--- config.mk ---
export PLATFORM = sky130hd
export DESIGN_NAME = port_and_macrocell_regs
export DESIGN_NICKNAME = d
export VERILOG_FILES = /design/src/logic/port_cell_pkg.sv /design/src/logic/port_cfg_if.sv /design/src/logic/port_and_macrocell_regs.sv /design/src/logic/port_pin_driver.sv
export SDC_FILE = /design/constraint.sdc
export NUM_CORES = 1
export LEC_CHECK = 0
export ABC_AREA = 1
export BUFFER_PORTS_ARGS = -buffer_cell sky130_fd_sc_hd__buf_4
export CAP_MARGIN = 40
export CORE_MARGIN = 5
export CORE_UTILIZATION = 57
export DETAILED_ROUTE_END_ITERATION = 12
export GPL_TIMING_DRIVEN = 0
export PLACE_DENSITY = 0.91
export SKIP_CTS_REPAIR_TIMING = 1
export SYNTH_ARGS = -nofsm -noshare
export SYNTH_HDL_FRONTEND = slang
export SYNTH_SLANG_ARGS = --single-unit
--- constraint.sdc ---
create_clock -name clk_i -period 1.29 [get_ports clk_i]
set_input_delay 0.1935 -clock clk_i [delete_from_list [all_inputs] [get_ports clk_i]]
set_output_delay 0.1935 -clock clk_i [all_outputs]
set_load 0.02 [all_outputs]
--- src/logic/port_cell_pkg.sv ---
// package: register map, field widths and reset values of the port and macrocell block
package port_cell_pkg;
    localparam int ADDR_W = 6;
    localparam int DATA_W = 8;
    localparam int PORT_CNT = 6;
    // port index encoding within address bits [5:3]
    localparam logic [2:0] PORT_A = 3'h0;
    localparam logic [2:0] PORT_B = 3'h1;
    localparam logic [2:0] PORT_C = 3'h2;
    localparam logic [2:0] PORT_D = 3'h3;
    localparam logic [2:0] PORT_E = 3'h4;
    localparam logic [2:0] PORT_G = 3'h5;
    localparam logic [2:0] PORT_MISC = 3'h7;
    // per-port register selects in address bits [2:0]
    localparam logic [2:0] SEL_PIN_INPUT = 3'h0;
    localparam logic [2:0] SEL_OUTPUT_LATCH = 3'h1;
    localparam logic [2:0] SEL_DIRECTION = 3'h2;
    localparam logic [2:0] SEL_DRIVE_TYPE = 3'h3;
    localparam logic [2:0] SEL_OUTPUT_ENABLE_STATUS = 3'h4;
    // block-wide registers in the misc group
    localparam logic [2:0] SEL_INPUT_CELL_STATE = 3'h0;
    localparam logic [2:0] SEL_OUTPUT_CELL_BANK_A = 3'h1;
    localparam logic [2:0] SEL_OUTPUT_CELL_BANK_B = 3'h2;
    localparam logic [2:0] SEL_CELL_LOAD_MASK_A = 3'h3;
    localparam logic [2:0] SEL_CELL_LOAD_MASK_B = 3'h4;
    localparam logic [2:0] SEL_MAIN_FLASH_SECTOR_PROTECT = 3'h5;
    // reset values
    localparam logic [7:0] RST_OUTPUT_LATCH = 8'h00;
    localparam logic [7:0] RST_DIRECTION = 8'h00;
    localparam logic [7:0] RST_DRIVE_TYPE = 8'h00;
    localparam logic [7:0] RST_OUTPUT_CELL = 8'h00;
    localparam logic [7:0] RST_CELL_LOAD_MASK = 8'h00;
    localparam logic [7:0] UNMAPPED_READ = 8'h00;
endpackage

--- src/logic/port_cfg_if.sv ---
// interface: per-port configuration carried from the top to the pin driver
`timescale 1ns/1ps
interface port_cfg_if;
    logic [7:0] latch;
    logic [7:0] dir;
    logic [7:0] drive;
    logic slew_port;
    modport source (output latch, output dir, output drive, output slew_port);
    modport sink (input latch, input dir, input drive, input slew_port);
endinterface

--- src/logic/port_and_macrocell_regs.sv ---
// top: host register file for gpio ports, output macrocells and flash protect status
// Operation
// - pin input reads live pin levels
// - output latch drives pins in output mode
// - direction bit: 0 input default, 1 output
// - ports a,b,e,g drive: push-pull or open drain
// - port c drive: push-pull or slew mode
// - ports a,b,c read driver enable status
// - read input macrocell state, read-only
// - macrocell bank write loads, read returns outputs
// - mask bit 1 blocks macrocell load
// - flash protect reads one bit per sector
`timescale 1ns/1ps
module port_and_macrocell_regs
    import port_cell_pkg::*;
#(
    parameter int PORTS = PORT_CNT
)(
    input wire logic clk_i,
    input wire logic arst_n_i,
    input wire logic ce_i,
    input wire logic [ADDR_W-1:0] addr_i,
    input wire logic [DATA_W-1:0] wdata_i,
    input wire logic wr_i,
    input wire logic rd_i,
    output logic [DATA_W-1:0] rdata_o,
    input wire logic [PORTS*8-1:0] pin_i,
    output logic [PORTS*8-1:0] pin_o,
    output logic [PORTS*8-1:0] pin_oe_o,
    output logic [PORTS*8-1:0] pin_slew_o,
    input wire logic [7:0] input_cell_bits_i,
    input wire logic [7:0] sector_protect_i,
    output logic [7:0] output_cell_a_bits_o,
    output logic [7:0] output_cell_b_bits_o
);
    // the map decodes exactly six ports; other counts have no addresses
    if (PORTS != PORT_CNT) begin : g_bad_ports
        $error("port_and_macrocell_regs: PORTS must equal six");
    end

    // all register-file state in one record
    typedef struct packed {
        logic [PORT_CNT-1:0][7:0] latch;
        logic [PORT_CNT-1:0][7:0] dir;
        logic [PORT_CNT-1:0][7:0] drive;
        logic [7:0] cell_a;
        logic [7:0] cell_b;
        logic [7:0] mask_a;
        logic [7:0] mask_b;
        logic [7:0] rdata;
    } regs_s;

    regs_s state_reg;
    regs_s state_next;

    logic [2:0] grp; // port or misc group
    logic [2:0] sel; // register within the group
    logic [PORT_CNT-1:0][7:0] oe_stat; // driver enables seen on the pins

    assign grp = addr_i[5:3];
    assign sel = addr_i[2:0];

    // which ports carry drive and enable-status registers
    function automatic logic has_drive(input logic [2:0] p);
        return (p == PORT_A) || (p == PORT_B) || (p == PORT_C) || (p == PORT_E) || (p == PORT_G);
    endfunction

    function automatic logic has_oe_stat(input logic [2:0] p);
        return (p == PORT_A) || (p == PORT_B) || (p == PORT_C);
    endfunction

    // masked macrocell load: masked bits keep their value
    function automatic logic [7:0] masked_load(input logic [7:0] old_v, input logic [7:0] new_v,
                                               input logic [7:0] mask);
        return (old_v & mask) | (new_v & ~mask);
    endfunction

    // per-port pin drivers
    for (genvar g = 0; g < PORT_CNT; g++) begin : g_port
        port_cfg_if cfg_if ();
        assign cfg_if.latch = state_reg.latch[g];
        assign cfg_if.dir = state_reg.dir[g];
        // port d has no drive register; it stays push-pull
        assign cfg_if.drive = (g == int'(PORT_D)) ? RST_DRIVE_TYPE : state_reg.drive[g];
        assign cfg_if.slew_port = (g == int'(PORT_C));
        port_pin_driver u_drv (
            .clk_i(clk_i),
            .arst_n_i(arst_n_i),
            .ce_i(ce_i),
            .cfg(cfg_if.sink),
            .pin_o(pin_o[g*8 +: 8]),
            .pin_oe_o(pin_oe_o[g*8 +: 8]),
            .slew_o(pin_slew_o[g*8 +: 8])
        );
        assign oe_stat[g] = pin_oe_o[g*8 +: 8];
    end

    // write decode and read mux
    always_comb begin
        state_next = state_reg;
        if (ce_i) begin
            state_next.rdata = UNMAPPED_READ; // data only in the cycle after a read
            if (wr_i) begin
                if (grp < PORT_MISC && grp <= PORT_G) begin
                    case (sel)
                        SEL_OUTPUT_LATCH: begin
                            state_next.latch[grp] = wdata_i;
                        end
                        SEL_DIRECTION: begin
                            state_next.dir[grp] = wdata_i;
                        end
                        SEL_DRIVE_TYPE: begin
                            if (has_drive(grp)) begin
                                state_next.drive[grp] = wdata_i;
                            end
                        end
                        default: begin
                            // pin input, enable status: read-only, dropped
                            state_next.rdata = UNMAPPED_READ;
                        end
                    endcase
                end else if (grp == PORT_MISC) begin
                    case (sel)
                        SEL_OUTPUT_CELL_BANK_A: begin
                            state_next.cell_a = masked_load(state_reg.cell_a, wdata_i, state_reg.mask_a);
                        end
                        SEL_OUTPUT_CELL_BANK_B: begin
                            state_next.cell_b = masked_load(state_reg.cell_b, wdata_i, state_reg.mask_b);
                        end
                        SEL_CELL_LOAD_MASK_A: begin
                            state_next.mask_a = wdata_i;
                        end
                        SEL_CELL_LOAD_MASK_B: begin
                            state_next.mask_b = wdata_i;
                        end
                        default: begin
                            // input cells, flash protect: read-only
                            state_next.rdata = UNMAPPED_READ;
                        end
                    endcase
                end
            end else if (rd_i) begin
                if (grp <= PORT_G) begin
                    case (sel)
                        SEL_PIN_INPUT: begin
                            state_next.rdata = pin_i[grp*8 +: 8];
                        end
                        SEL_OUTPUT_LATCH: begin
                            state_next.rdata = state_reg.latch[grp];
                        end
                        SEL_DIRECTION: begin
                            state_next.rdata = state_reg.dir[grp];
                        end
                        SEL_DRIVE_TYPE: begin
                            state_next.rdata = has_drive(grp) ? state_reg.drive[grp] : UNMAPPED_READ;
                        end
                        SEL_OUTPUT_ENABLE_STATUS: begin
                            state_next.rdata = has_oe_stat(grp) ? oe_stat[grp] : UNMAPPED_READ;
                        end
                        default: begin
                            state_next.rdata = UNMAPPED_READ;
                        end
                    endcase
                end else if (grp == PORT_MISC) begin
                    case (sel)
                        SEL_INPUT_CELL_STATE: begin
                            state_next.rdata = input_cell_bits_i;
                        end
                        SEL_OUTPUT_CELL_BANK_A: begin
                            state_next.rdata = state_reg.cell_a;
                        end
                        SEL_OUTPUT_CELL_BANK_B: begin
                            state_next.rdata = state_reg.cell_b;
                        end
                        SEL_CELL_LOAD_MASK_A: begin
                            state_next.rdata = state_reg.mask_a;
                        end
                        SEL_CELL_LOAD_MASK_B: begin
                            state_next.rdata = state_reg.mask_b;
                        end
                        SEL_MAIN_FLASH_SECTOR_PROTECT: begin
                            state_next.rdata = sector_protect_i;
                        end
                        default: begin
                            state_next.rdata = UNMAPPED_READ;
                        end
                    endcase
                end
            end
        end
    end

    // state register; clock enable low freezes everything
    always_ff @(posedge clk_i or negedge arst_n_i) begin
        if (!arst_n_i) begin
            state_reg.latch <= {PORT_CNT{RST_OUTPUT_LATCH}};
            state_reg.dir <= {PORT_CNT{RST_DIRECTION}};
            state_reg.drive <= {PORT_CNT{RST_DRIVE_TYPE}};
            state_reg.cell_a <= RST_OUTPUT_CELL;
            state_reg.cell_b <= RST_OUTPUT_CELL;
            state_reg.mask_a <= RST_CELL_LOAD_MASK;
            state_reg.mask_b <= RST_CELL_LOAD_MASK;
            state_reg.rdata <= UNMAPPED_READ;
        end else begin
            state_reg <= state_next;
        end
    end

    assign rdata_o = state_reg.rdata;
    assign output_cell_a_bits_o = state_reg.cell_a;
    assign output_cell_b_bits_o = state_reg.cell_b;
endmodule

--- src/logic/port_pin_driver.sv ---
// pin driver: turns one port's configuration into registered pin drive and enables
`timescale 1ns/1ps
module port_pin_driver
    import port_cell_pkg::*;
(
    input wire logic clk_i,
    input wire logic arst_n_i,
    input wire logic ce_i,
    port_cfg_if.sink cfg,
    output logic [7:0] pin_o,
    output logic [7:0] pin_oe_o,
    output logic [7:0] slew_o
);
    // all driver state in one record
    typedef struct packed {
        logic [7:0] pin;
        logic [7:0] oe;
        logic [7:0] slew;
    } drv_s;

    drv_s state_reg;
    drv_s state_next;

    // open drain drives only the low level; push-pull drives both
    always_comb begin
        state_next = state_reg;
        if (ce_i) begin
            state_next.pin = cfg.latch;
            if (cfg.slew_port) begin
                state_next.oe = cfg.dir;
                state_next.slew = cfg.drive & cfg.dir;
            end else begin
                state_next.oe = cfg.dir & ~(cfg.drive & cfg.latch);
                state_next.slew = 8'h00;
            end
        end
    end

    // register stage, outputs straight from flops
    always_ff @(posedge clk_i or negedge arst_n_i) begin
        if (!arst_n_i) begin
            state_reg <= '0;
        end else begin
            state_reg <= state_next;
        end
    end

    assign pin_o = state_reg.pin;
    assign pin_oe_o = state_reg.oe;
    assign slew_o = state_reg.slew;
endmodule

Word-level counts from Yosys, hierarchy flattened
Index checks and enable logic that the tools add are counted.
{"block": "totals", "register_bits": 288, "inputBits": 83, "out_inout_bits": 168}
{"block": "classes", "magnitude_cmp": 4, "eq_ne": 10, "n_shift": 1, "muxes": 21, "n_bitwise": 22, "reduce_logical": 15}
{"operator": "bitwise mux 48 bit", "n": 3}
{"operator": "AND 8 bit", "n": 13}
{"operator": "binary-select mux 8 bit (select 3 bit)", "n": 4}
{"operator": "two-way mux 8 bit", "n": 11}
{"operator": "NOT 8 bit", "n": 6}
{"operator": "one-hot mux 8 bit (6 select lines)", "n": 1}
{"operator": "indexed part select 48 x 7 -> 8 bit", "n": 1}
{"operator": "one-hot mux 8 bit (5 select lines)", "n": 1}
{"operator": "AND reduction 5 bit", "n": 5}
{"operator": "demux 8 bit (select 3 bit)", "n": 1}
{"operator": "OR 8 bit", "n": 2}
{"operator": "equality test 3 bit, second input constant", "n": 5}
{"operator": "equality test 3 x 2 -> 1 bit, second input constant", "n": 3}
{"operator": "AND reduction 4 bit", "n": 2}
{"operator": "equality test 3 x 1 -> 1 bit, second input constant", "n": 2}
{"operator": "logical NOT 3 bit", "n": 2}
{"operator": "logical OR 1 bit", "n": 4}
{"operator": "less-than comparator 3 x 4 -> 1 bit, second input constant", "n": 1}
{"operator": "greater-or-equal comparator 3 x 1 -> 1 bit, second input constant", "n": 1}
{"operator": "less-or-equal comparator 3 bit, second input constant", "n": 1}
{"operator": "less-than comparator 3 bit, second input constant", "n": 1}
{"operator": "logical AND 1 bit", "n": 2}
{"operator": "NOT 1 bit", "n": 1}

Depth between registers and ports, before layout
Gate-level depths: netlist of the first run.
{"block": "logic_depth", "depth_word": 10, "ltp_mapped": 15, "ltp_nobuf": 13}

By module
A second synthesis of the first run with hierarchy kept.
{"block": "hier_totals", "cells_unflattened": 2221, "hier_area_um2": 16435.8}
{"module": "port_and_macrocell_regs", "n_inst": 1, "cells_each": 1453, "area_each_um2": 10009.6}
{"module": "port_pin_driver", "n_inst": 6, "cells_each": 128, "area_each_um2": 1071.0}

Worst setup path after synthesis of the first run
No wires, ideal clock.
{"block": "synth_path", "kind": "input-to-reg", "startpoint": "in addr_i[2]", "endpoint": "reg g_port[5].cfg_if.drive[6] (netlist name)", "setup_time_ns": 0.131, "arrival_time_ns": 1.310, "required_time_ns": 1.159, "path_slack_ns": -0.151, "stages": 8, "path_cell_list": "buf_2 > clkinv_2 > nand3_2 > nor3_4 > nand2_4 > buf_6 > nand2_1 > o21ai_1"}
{"block": "synth_via", "elab_chain_len": 2}
{"item": "start: declaration", "line": "port_and_macrocell_regs.sv:22", "rtl": "input wire logic [ADDR_W-1:0] addr_i,"}
{"item": "equality test 3 x 2 -> 1 bit", "line": "port_and_macrocell_regs.sv:105", "rtl": "case (sel)"}
{"item": "AND reduction 5 bit (no source line)"}
No other way between the ends.
A chain may end at the register's enable or synchronous reset.

Worst setup path in the final report of the first run
{"block": "layout_path", "startpoint": "reg g_port[2].cfg_if.drive[7] (netlist name)", "endpoint": "reg state_reg, in the netlist rdata_o[7]"}
{"block": "layout_via", "elab_chain_len": 7}
{"item": "binary-select mux 8 bit (select 3 bit)", "line": "port_and_macrocell_regs.sv:155", "rtl": "state_next.rdata = has_drive(grp) ? state_reg.drive[grp] : UNMAPPED_READ;"}
{"item": "two-way mux 8 bit (implied by the code)", "line": "port_and_macrocell_regs.sv:155"}
{"item": "two-way mux 8 bit", "line": "port_and_macrocell_regs.sv:155"}
{"item": "one-hot mux 8 bit (5 select lines)", "line": "port_and_macrocell_regs.sv:144", "rtl": "case (sel)"}
{"item": "two-way mux 8 bit", "line": "port_and_macrocell_regs.sv:143", "rtl": "if (grp <= PORT_G) begin"}
{"item": "two-way mux 8 bit", "line": "port_and_macrocell_regs.sv:142", "rtl": "end else if (rd_i) begin"}
{"item": "two-way mux 8 bit", "line": "port_and_macrocell_regs.sv:103", "rtl": "if (wr_i) begin"}
{"item": "end signal: assignment", "line": "port_and_macrocell_regs.sv:205", "rtl": "state_reg <= state_next;"}
{"item": "end: declaration", "line": "port_and_macrocell_regs.sv:53", "rtl": "regs_s state_reg;"}
No other way between the ends. The select of a mux whose other input is x is not followed.

==> results_dict.tcl, run 1 <==
set metrics [dict create \
    status "finished, violations left" \
    violations "hold timing, setup timing" \
    routedWlPerCell_um 21.0 \
    cp-end-kind "flip-flop" \
    overflow 0 \
    grt_usage_pct 36.0 \
    area_growth_pct 31.6 \
    startpoint_type "flip-flop" \
    synth_xor_area_share_pct 0 \
    grt_max_degree 119 \
    r2r_setup_slack_ns -0.16 \
    drv_slew 0 \
    viasPerCell 5.71 \
    synth-adder-area-share_pct 0 \
    yosys.area.top_type "dfrtp_1" \
    synth_compound_area_share_pct 9.95 \
    fin_ws_ns -0.159 \
    finalWeightedCongestion 0.952 \
    numCtsBuffers 30 \
    clk_path_buf_depth 3 \
    yosysUniqueCellTypes 27 \
    clk_pin_slew_ns 0.07 \
    period_needed_ns 1.45 \
    synth_cells 1937 \
    cts-root-buf "clkbuf_16" \
    crit_required_ns 1.75 \
    cp_num_buf_inv 1 \
    synth.avg_cell_area_sq_um 7.41 \
    row_count 58 \
    drt_pre_antenna_iters 7 \
    synth_mux_area_share_pct 0.0784 \
    start_util_pct 57.5 \
    final_cell_area_sq_mm 0.0189 \
    ys_top_cells_by_count "nand2_1 (904), dfrtp_1 (288), o21ai_0 (185), inv_1 (128), buf_4 (68)" \
    ys_seq_elements 288 \
    die_y_um 169 \
    io_pins 251 \
    highest_layer "met5" \
    post-route-period-util_pct 112 \
    cts_sinks 288 \
    critPathTopFamily "simple AND/OR/NAND/NOR gates" \
    met1_length_mm 20.0 \
    hold_slack_ns -0.428 \
    hold_path.class "input pin to asynchronous set/reset pin" \
    insertedDiodeCount 0 \
    synth.most_common_cell "nand2_1" \
    dr_wl_met3_mm 6.72 \
    synth_edf_count 0 \
    cp_max_fo 2 \
    synthTopCellsByArea "dfrtp_1 (50%), nand2_1 (24%), o21ai_0 (6.4%)" \
    hold_viol 80 \
    ir_worst_vdd_uv 1210 \
    wl_met2_mm 25.1 \
    antenna_found_initial 1 \
    nNetsFinal 2354 \
    crit_slowest_cell "dfrtp_1" \
    htree_levels 1 \
    slew_headroom_pct 27.6 \
    synth_warnings 0 \
    coreArea_sq_mm 0.0250 \
    cpMostUsedCell "nand2_1" \
    layout-drive-gt1-share_pct 23.3 \
    grt_pass1_wl_mm 80.1 \
    dpl_cell_area_sq_mm 0.0167 \
    route.vias.total 14992 \
    drc_errors 0 \
    cts_tree "yes" \
    post-dp-hpwl_mm 38.2 \
    syn_area_sq_mm 0.0144 \
    max_freq_mhz 690 \
    crit_arrival_ns 1.91 \
    synth_top_area_share_pct 50.2 \
    crit_chain "inv_2, nand2_1, nand2_1, nand2_1, nand2_1, nand2_1, nand2_1, nand2_1, nor2_1, nand3_1, nand2_1, nand2_1" \
    fin_worst_skew_ns 0.0154 \
    setup_viol_count_final 115 \
    p_leak_nw 9.99 \
    synth-seq-area-share_pct 50.2 \
    power_mw 24.4 \
    clock_latency_ns 0.57 \
    tightest_slew_ns 1.09 \
    critPathKind "flip-flop to flip-flop" \
    synth_top_family_by_area "simple AND/OR/NAND/NOR gates" \
    synthSimpleGateAreaFrac_pct 29.1 \
    async_reset_ff_share_pct 100 \
    synth_flop_cell "dfrtp_1" \
    fp.dieW_um 169 \
    ant_nets 0 \
    max_cap_viol_count 0 \
    grt_pass1_vias 14292 \
    die_area_sq_mm 0.0285 \
    wirelength_mm 55.1 \
    crit_path_max_incr_delay_ns 0.40 \
    numPortBuffers 204 \
    power-per-cell-area_mw_per_mm2 1290 \
    drt_iter0_drc 1790 \
    rsz0062_at_grt "true" \
]
## worst paths after layout
check,startpoint,endpoint,depth (start not counted)
hold reg to reg,state_reg[70]$_DFFE_PN0P_,state_reg[70]$_DFFE_PN0P_,1
setup / recovery,g_port[2].cfg_if.drive[7]$_DFFE_PN0P_,rdata_o[7]$_DFFE_PN0P_,12
hold / removal,arst_n_i,state_reg[10]$_DFFE_PN0P_,1
max in group asynchronous,arst_n_i,g_port[3].cfg_if.latch[5]$_DFFE_PN0P_,3
min in group clk_i,wdata_i[3],g_port[5].cfg_if.latch[3]$_DFFE_PN0P_,3
setup reg to reg,g_port[2].cfg_if.drive[7]$_DFFE_PN0P_,rdata_o[7]$_DFFE_PN0P_,12
## cells by family after synthesis
family / count (synthesis)
AO/OA/AOI/OAI: 283
flip-flops: 288
other: 1
multiplexers: 1
AND/OR/NAND/NOR: 1051
buffers and inverters: 313
## stage by stage
step	setup TNS, ns	worst slack, ns	util [%]	cells
final	-3.86	-0.159	75.7	2625
after global routing	-6.31	-0.249	75.7	2625
after CTS	-12.91	-0.301	71.3	2570
after detailed placement	-171.60	-0.888	66.8	2514
after global placement	-794.86	-2.39	66.5	2510
after floorplan	-3.51	-0.105	-	1976
## cell usage in the layout (no fill, tap or decap), types with 2 or more instances in the layout
| master | netlist | final |
|---|---|---|
| a21oi_1 | 36 | 34 |
| a21oi_2 | 0 | 2 |
| a31oi_1 | 8 | 8 |
| buf_12 | 0 | 2 |
| buf_16 | 0 | 2 |
| buf_2 | 34 | 19 |
| buf_4 | 68 | 196 |
| buf_6 | 7 | 144 |
| buf_8 | 0 | 2 |
| bufinv_16 | 0 | 6 |
| clkbuf_1 | 64 | 54 |
| clkbuf_16 | 0 | 32 |
| clkbuf_2 | 0 | 13 |
| clkbuf_8 | 0 | 4 |
| clkinv_2 | 2 | 5 |
| clkinv_4 | 0 | 3 |
| clkinvlp_4 | 0 | 4 |
| conb_1 | 1 | 40 |
| dfrtp_1 | 288 | 283 |
| dfrtp_2 | 0 | 5 |
| dlygate4sd3_1 | 0 | 7 |
| inv_1 | 128 | 118 |
| inv_2 | 8 | 17 |
| nand2_1 | 904 | 860 |
| nand2_2 | 2 | 46 |
| nand2_4 | 7 | 7 |
| nand3_1 | 66 | 62 |
| nand3_2 | 2 | 4 |
| nand3_4 | 0 | 2 |
| nand4_1 | 13 | 13 |
| nor2_1 | 44 | 35 |
| nor2_2 | 0 | 8 |
| nor2_4 | 2 | 3 |
| nor3_1 | 8 | 7 |
| nor3_2 | 2 | 2 |
| nor3_4 | 1 | 2 |
| o21ai_0 | 185 | 182 |
| o21ai_1 | 53 | 56 |
## where the power goes
| group | switching (mW) | internal [mW] |
|---|---|---|
| Combinational | 2.53 | 1.70 |
| Clock | 3.92 | 5.83 |
| Sequential | 0.679 | 9.70 |
| Total | 7.13 | 17.2 |
## routing by layer
layer  global-route usage, %  vias to the layer above
met3                    7.03                      248
met1                    47.6                     6957
li1                        -                     6608
met5                       0                        -
met4                    17.8                        2
met2                    57.2                     1177
## layout make-up
class,instances,area [sq um]
well taps,330,413
multi-input cells,1375,5960
flip-flops and latches,288,7210
repair buffers,284,2720
clock buffers,38,842
clock inverters,18,262
fillers,1786,6070
inverters,138,538
plain buffers,154,950
(Power assumes the default switching activity.)
==> run 2, diff against run 1 <==
Settings changed: PLACE_DENSITY 0.91 to 0.88.
==> results_dict.tcl, run 2 (synthesized netlist as in run 1, its figures left out) <==
set metrics [dict create \
    status "finished, violations left" \
    violations "hold timing, setup timing" \
    drc_errors 0 \
    grt_usage_pct 33.9 \
    overflow 0 \
    max_freq_mhz 665 \
    tns_ns -3.41 \
    cp_max_fo 3 \
    setup_viol_count_final 91 \
    timing.rr.end "rdata_o[1]$_DFFE_PN0P_" \
    antenna_found_initial 0 \
    finalWeightedCongestion 1.05 \
    crit_arrival_ns 2.00 \
    numCtsBuffers 30 \
    pwr-share-seq_pct 42.9 \
    insertedDiodeCount 0 \
    routedWlPerCell_um 19.9 \
    drt_iter0_drc 1983 \
    ant_nets 0 \
    mostFrequentLayoutCells "nand2_1 (865), dfrtp_1 (282), buf_4 (192)" \
    die_y_um 169 \
    critPathKind "flip-flop to flip-flop" \
    area_growth_pct 31.3 \
    cts-root-buf "clkbuf_16" \
    dpl_cell_area_sq_mm 0.0167 \
    fin_ws_ns -0.213 \
    hold_slack_ns -0.503 \
    dr_wl_met3_mm 6.81 \
    wl_met2_mm 23.8 \
    clock_latency_ns 0.57 \
    tightest_slew_ns 0.945 \
    hold_viol 163 \
    clk_path_buf_depth 3 \
    fin_worst_skew_ns 0.0152 \
    drt_pre_antenna_iters 7 \
    dp_cells 2513 \
    p_leak_nw 9.96 \
    cts_tree "yes" \
    crit_required_ns 1.79 \
    final_cell_area_sq_mm 0.0189 \
    ir_worst_vdd_uv 1170 \
    post-route-util_pct 75.5 \
    period_needed_ns 1.50 \
    route.vias.total 14883 \
    wirelength_mm 52.3 \
    r2r_setup_slack_ns -0.21 \
    grt_pass1_vias 14108 \
    met1_length_mm 18.4 \
    row_count 58 \
    viasPerCell 5.68 \
    post-dp-hpwl_mm 36.4 \
    clockPowerShare_pct 39.9 \
    power-per-cell-area_mw_per_mm2 1280 \
    p_int_mw 17.2 \
    reg2reg_depth 8 \
    start_util_pct 57.5 \
    nNetsFinal 2352 \
    highest_layer "met4" \
    final_common_cell "nand2_1" \
    rsz0062_at_grt "true" \
    grt_pass1_wl_mm 75.9 \
    combPwrFrac_pct 17.2 \
    post-route-period-util_pct 117 \
    power_switching_mw 6.97 \
    swShare_pct 28.8 \
    layout-drive-gt1-share_pct 22.9 \
    startpoint_type "flip-flop" \
    cp-end-kind "flip-flop" \
    coreArea_sq_mm 0.0250 \
    max_cap_viol_count 0 \
    final_cell_count_no_fill 2622 \
    htree_levels 1 \
    io_pins 251 \
    worstReg2RegStart "g_port[4].cfg_if.latch[1]$_DFFE_PN0P_" \
    numPortBuffers 204 \
    cts_sinks 288 \
    clk_pin_slew_ns 0.06 \
    slew_headroom_pct 37.0 \
    hold_path.class "input pin to asynchronous set/reset pin" \
    die_area_sq_mm 0.0285 \
    grt_max_degree 125 \
    fp.dieW_um 169 \
    drv_slew 0 \
]
run 2: changes by cell type in the layout (fill, tap and decap cells not counted), sizes merged:
cell,delta
clkbuf,-3
clkinv,-2
buf,-1
clkinvlp,+1
dlygate4sd3,+1
inv,+1
run 2: how the worst max path moves through the flow:
| stage | cells after the start | endpoint | slack (ns) | start |
|---|---|---|---|---|
| 6_report | 8 | rdata_o[1]$_DFFE_PN0P_ | -0.21 | g_port[4].cfg_if.latch[1]$_DFFE_PN0P_ |
| 5_1_grt | 12 | rdata_o[1]$_DFFE_PN0P_ | -0.29 | g_port[2].cfg_if.drive[1]$_DFFE_PN0P_ |
| 4_1_cts | 2 | output_cell_a_bits_o[5] | -0.19 | flip-flop |
| 3_5_place_dp | 5 | g_port[3].u_drv.pin_oe_o[7]$_DFFE_PN0P_ | -0.78 | ce_i |
| 3_3_place_gp | 1 | g_port[2].u_drv.slew_o[5]$_DFFE_PN0P_ | -2.35 | arst_n_i |
| 2_1_floorplan | 8 | g_port[4].cfg_if.drive[6]$_DFFE_PN0P_ | -0.11 | addr_i[2] |
run 2: area by class of cell:
class                   instances  area (sq um)
clock inverters                18           264
multi-input cells            1375          5950
repair buffers                278          2640
well taps                     330           413
plain buffers                 158           995
fillers                      1741          6110
inverters                     138           538
flip-flops and latches        288          7210
clock buffers                  37           838
run 2: stage by stage:
stage / worst slack, ns / power [mW]
after global placement: -2.35 / 13.9
after detailed placement: -0.782 / 14.0
after global routing: -0.293 / 24.9
after floorplan: -0.105 / 12.3
final: -0.213 / 24.2
after CTS: -0.189 / 23.5
run 2: worst max-delay path: stages (launching register included):
cell	delay [ns]
dfrtp_1	0.43
inv_1	0.09
o21ai_0	0.26
nand3_1	0.13
a21oi_1	0.18
nor2_1	0.07
nand3_1	0.12
nand2_1	0.09
nand2_1	0.07
run 2: layer usage:
| layer | up-vias | global-route usage [%] |
|---|---|---|
| li1 | 6608 | - |
| met1 | 6888 | 44.2 |
| met2 | 1147 | 52.9 |
| met3 | 240 | 8.80 |
| met4 | 0 | 16.8 |
| met5 | - | 0 |
run 2: power groups by stage:
stage	registers [mW]	clock network, mW	logic (mW)
2_1_floorplan	10.5	0	1.78
3_3_place_gp	10.4	0	3.49
3_5_place_dp	10.4	0	3.61
4_1_cts	10.3	9.58	3.64
5_1_grt	10.4	10.0	4.47
6_report	10.4	9.65	4.16
==> run 3, diff against run 2 <==
Settings changed: CELL_PAD_IN_SITES_DETAIL_PLACEMENT from default to 0, CELL_PAD_IN_SITES_GLOBAL_PLACEMENT from default to 1, CORE_UTILIZATION 57 to 41.
==> results_dict.tcl, run 3 (synthesized netlist as in run 1, its figures left out) <==
set metrics [dict create \
    post-route-period-util_pct 112 \
    drc_errors 0 \
    post-dp-hpwl_mm 39.3 \
    seqCellArea_sq_mm 0.00721 \
    clk_path_buf_depth 3 \
    cts_tree "yes" \
    ant_nets 0 \
    power-per-cell-area_mw_per_mm2 1270 \
    startpoint_type "flip-flop" \
    grt_pass1_vias 13198 \
    clockPowerShare_pct 39.5 \
    fillCellCount 3393 \
    layout-drive-gt1-share_pct 21.5 \
    clk_pin_slew_ns 0.06 \
    p_int_mw 16.6 \
    numCtsBuffers 34 \
    slew_headroom_pct 37.9 \
    row_count 68 \
    max_freq_mhz 691 \
    crit_required_ns 1.67 \
    die_area_sq_mm 0.0389 \
    power_mw 23.4 \
    htree_levels 2 \
    period_needed_ns 1.45 \
    viasPerCell 5.03 \
    cpMostUsedCell "nand2_1" \
    tightest_slew_ns 0.932 \
    grt_max_degree 119 \
    clock_latency_ns 0.52 \
    met1_length_mm 22.6 \
    grt_pass1_wl_mm 78.3 \
    multi_input_area_sq_mm 0.00596 \
    io_pins 251 \
    status "finished, violations left" \
    die_y_um 197 \
    crit_arrival_ns 1.82 \
    finalWeightedCongestion 0.964 \
    antenna_found_initial 1 \
    drt_iter0_drc 1177 \
    highest_layer "met5" \
    swShare_pct 29.0 \
    dr_wl_met3_mm 4.30 \
    pwr-share-seq_pct 44.0 \
    grt_usage_pct 26.0 \
    route.vias.total 13663 \
    fin_worst_skew_ns 0.0358 \
    hold_path.class "input pin to asynchronous set/reset pin" \
    hold_slack_ns -0.364 \
    rsz0062_at_grt "true" \
    p_leak_nw 9.71 \
    numPortBuffers 204 \
    nNetsFinal 2323 \
    critPathKind "flip-flop to flip-flop" \
    ir_worst_vdd_uv 994 \
    fin_ws_ns -0.157 \
    coreArea_sq_mm 0.0345 \
    overflow 0 \
    crit_chain "inv_2, nand2_2, nand2_2, nand2_2, nand2_1, nand2_1, nand2_1, nand2_1, nor2_2, nand3_1, nand2_1, nand2_1" \
    cp_max_fo 2 \
    start_util_pct 41.6 \
    worstReg2RegStart "g_port[2].cfg_if.drive[7]$_DFFE_PN0P_" \
    power_switching_mw 6.80 \
    tns_ns -1.35 \
    crit_start "g_port[2].cfg_if.drive[7]$_DFFE_PN0P_" \
    cts-root-buf "clkbuf_16" \
    wl_met2_mm 23.5 \
    routedWlPerCell_um 19.2 \
    crit_slowest_cell "dfrtp_1" \
    cts_sinks 288 \
    max_cap_viol_count 0 \
    combPwrFrac_pct 16.4 \
    area_growth_pct 28.2 \
    fp.dieW_um 197 \
    insertedDiodeCount 0 \
    final_common_cell "nand2_1" \
    setup_viol_count_final 25 \
    mostFrequentLayoutCells "nand2_1 (866), dfrtp_1 (283), buf_4 (246)" \
    hold_viol 68 \
    cp-end-kind "flip-flop" \
    wirelength_mm 52.2 \
    crit_path_max_incr_delay_ns 0.40 \
    drt_pre_antenna_iters 5 \
    drv_slew 0 \
    violations "hold timing, setup timing" \
]
==> run 3: cell type report <==
cell class / instances / area share [%]
flip-flops and latches: 288 / 39.2
multi-input cells: 1375 / 32.4
repair buffers: 247 / 11.4
clock buffers: 52 / 5.54
plain buffers: 156 / 5.29
well taps: 455 / 3.09
inverters: 138 / 2.94
clock inverters: 6 / 0.231
==> run 3: critical path: cells and delay by family (launching register included) <==
family	cells	cell delay [ns]
buffers and inverters	1	0.07
flip-flops	1	0.40
AND/OR/NAND/NOR	11	0.85
==> run 3: power by group through the flow <==
stage               sequential [mW]  clock (mW)  combinational [mW]
floorplan                      10.5           0                1.78
global placement               10.4           0                3.56
detailed placement             10.4           0                3.65
CTS                            10.3        9.33                3.67
global route                   10.4        9.69                4.22
finish                         10.3        9.26                3.85
==> run 3: per-layer routing <==
layer  vias up  GRT usage, %
met5         -             0
met3        98          4.88
met2       553          40.9
met4         2          8.17
li1       6544             -
met1      6466          36.8
==> run 3: path summary, 6_finish.rpt <==
kind / to / slack (ns) / cells after the start
max in group asynchronous: g_port[1].cfg_if.dir[1]$_DFFE_PN0P_ / 0.62 / 2
min in group clk_i: g_port[0].cfg_if.dir[5]$_DFFE_PN0P_ / 0.01 / 3
max: rdata_o[7]$_DFFE_PN0P_ / -0.16 / 12
max reg2reg: rdata_o[7]$_DFFE_PN0P_ / -0.16 / 12
min reg2reg: state_reg[66]$_DFFE_PN0P_ / 0.46 / 1
min: asynchronous set/reset pin / -0.36 / 1
==> run 3: metrics by stage <==
| stage | hold slack (ns) | setup WS (ns) | util (%) | std cells | cell area, sq um |
|---|---|---|---|---|---|
| final | -0.364 | -0.157 | 53.3 | 2717 | 18400 |
| after global placement | 0.418 | -2.46 | 48.5 | 2635 | 16800 |
| after floorplan | -0.102 | -0.105 | - | 1976 | 14700 |
| after CTS | -0.341 | -0.338 | 51.8 | 2696 | 17900 |
| after detailed placement | 0.192 | -0.822 | 48.7 | 2638 | 16800 |
| after global routing | -0.319 | -0.239 | 53.3 | 2717 | 18400 |
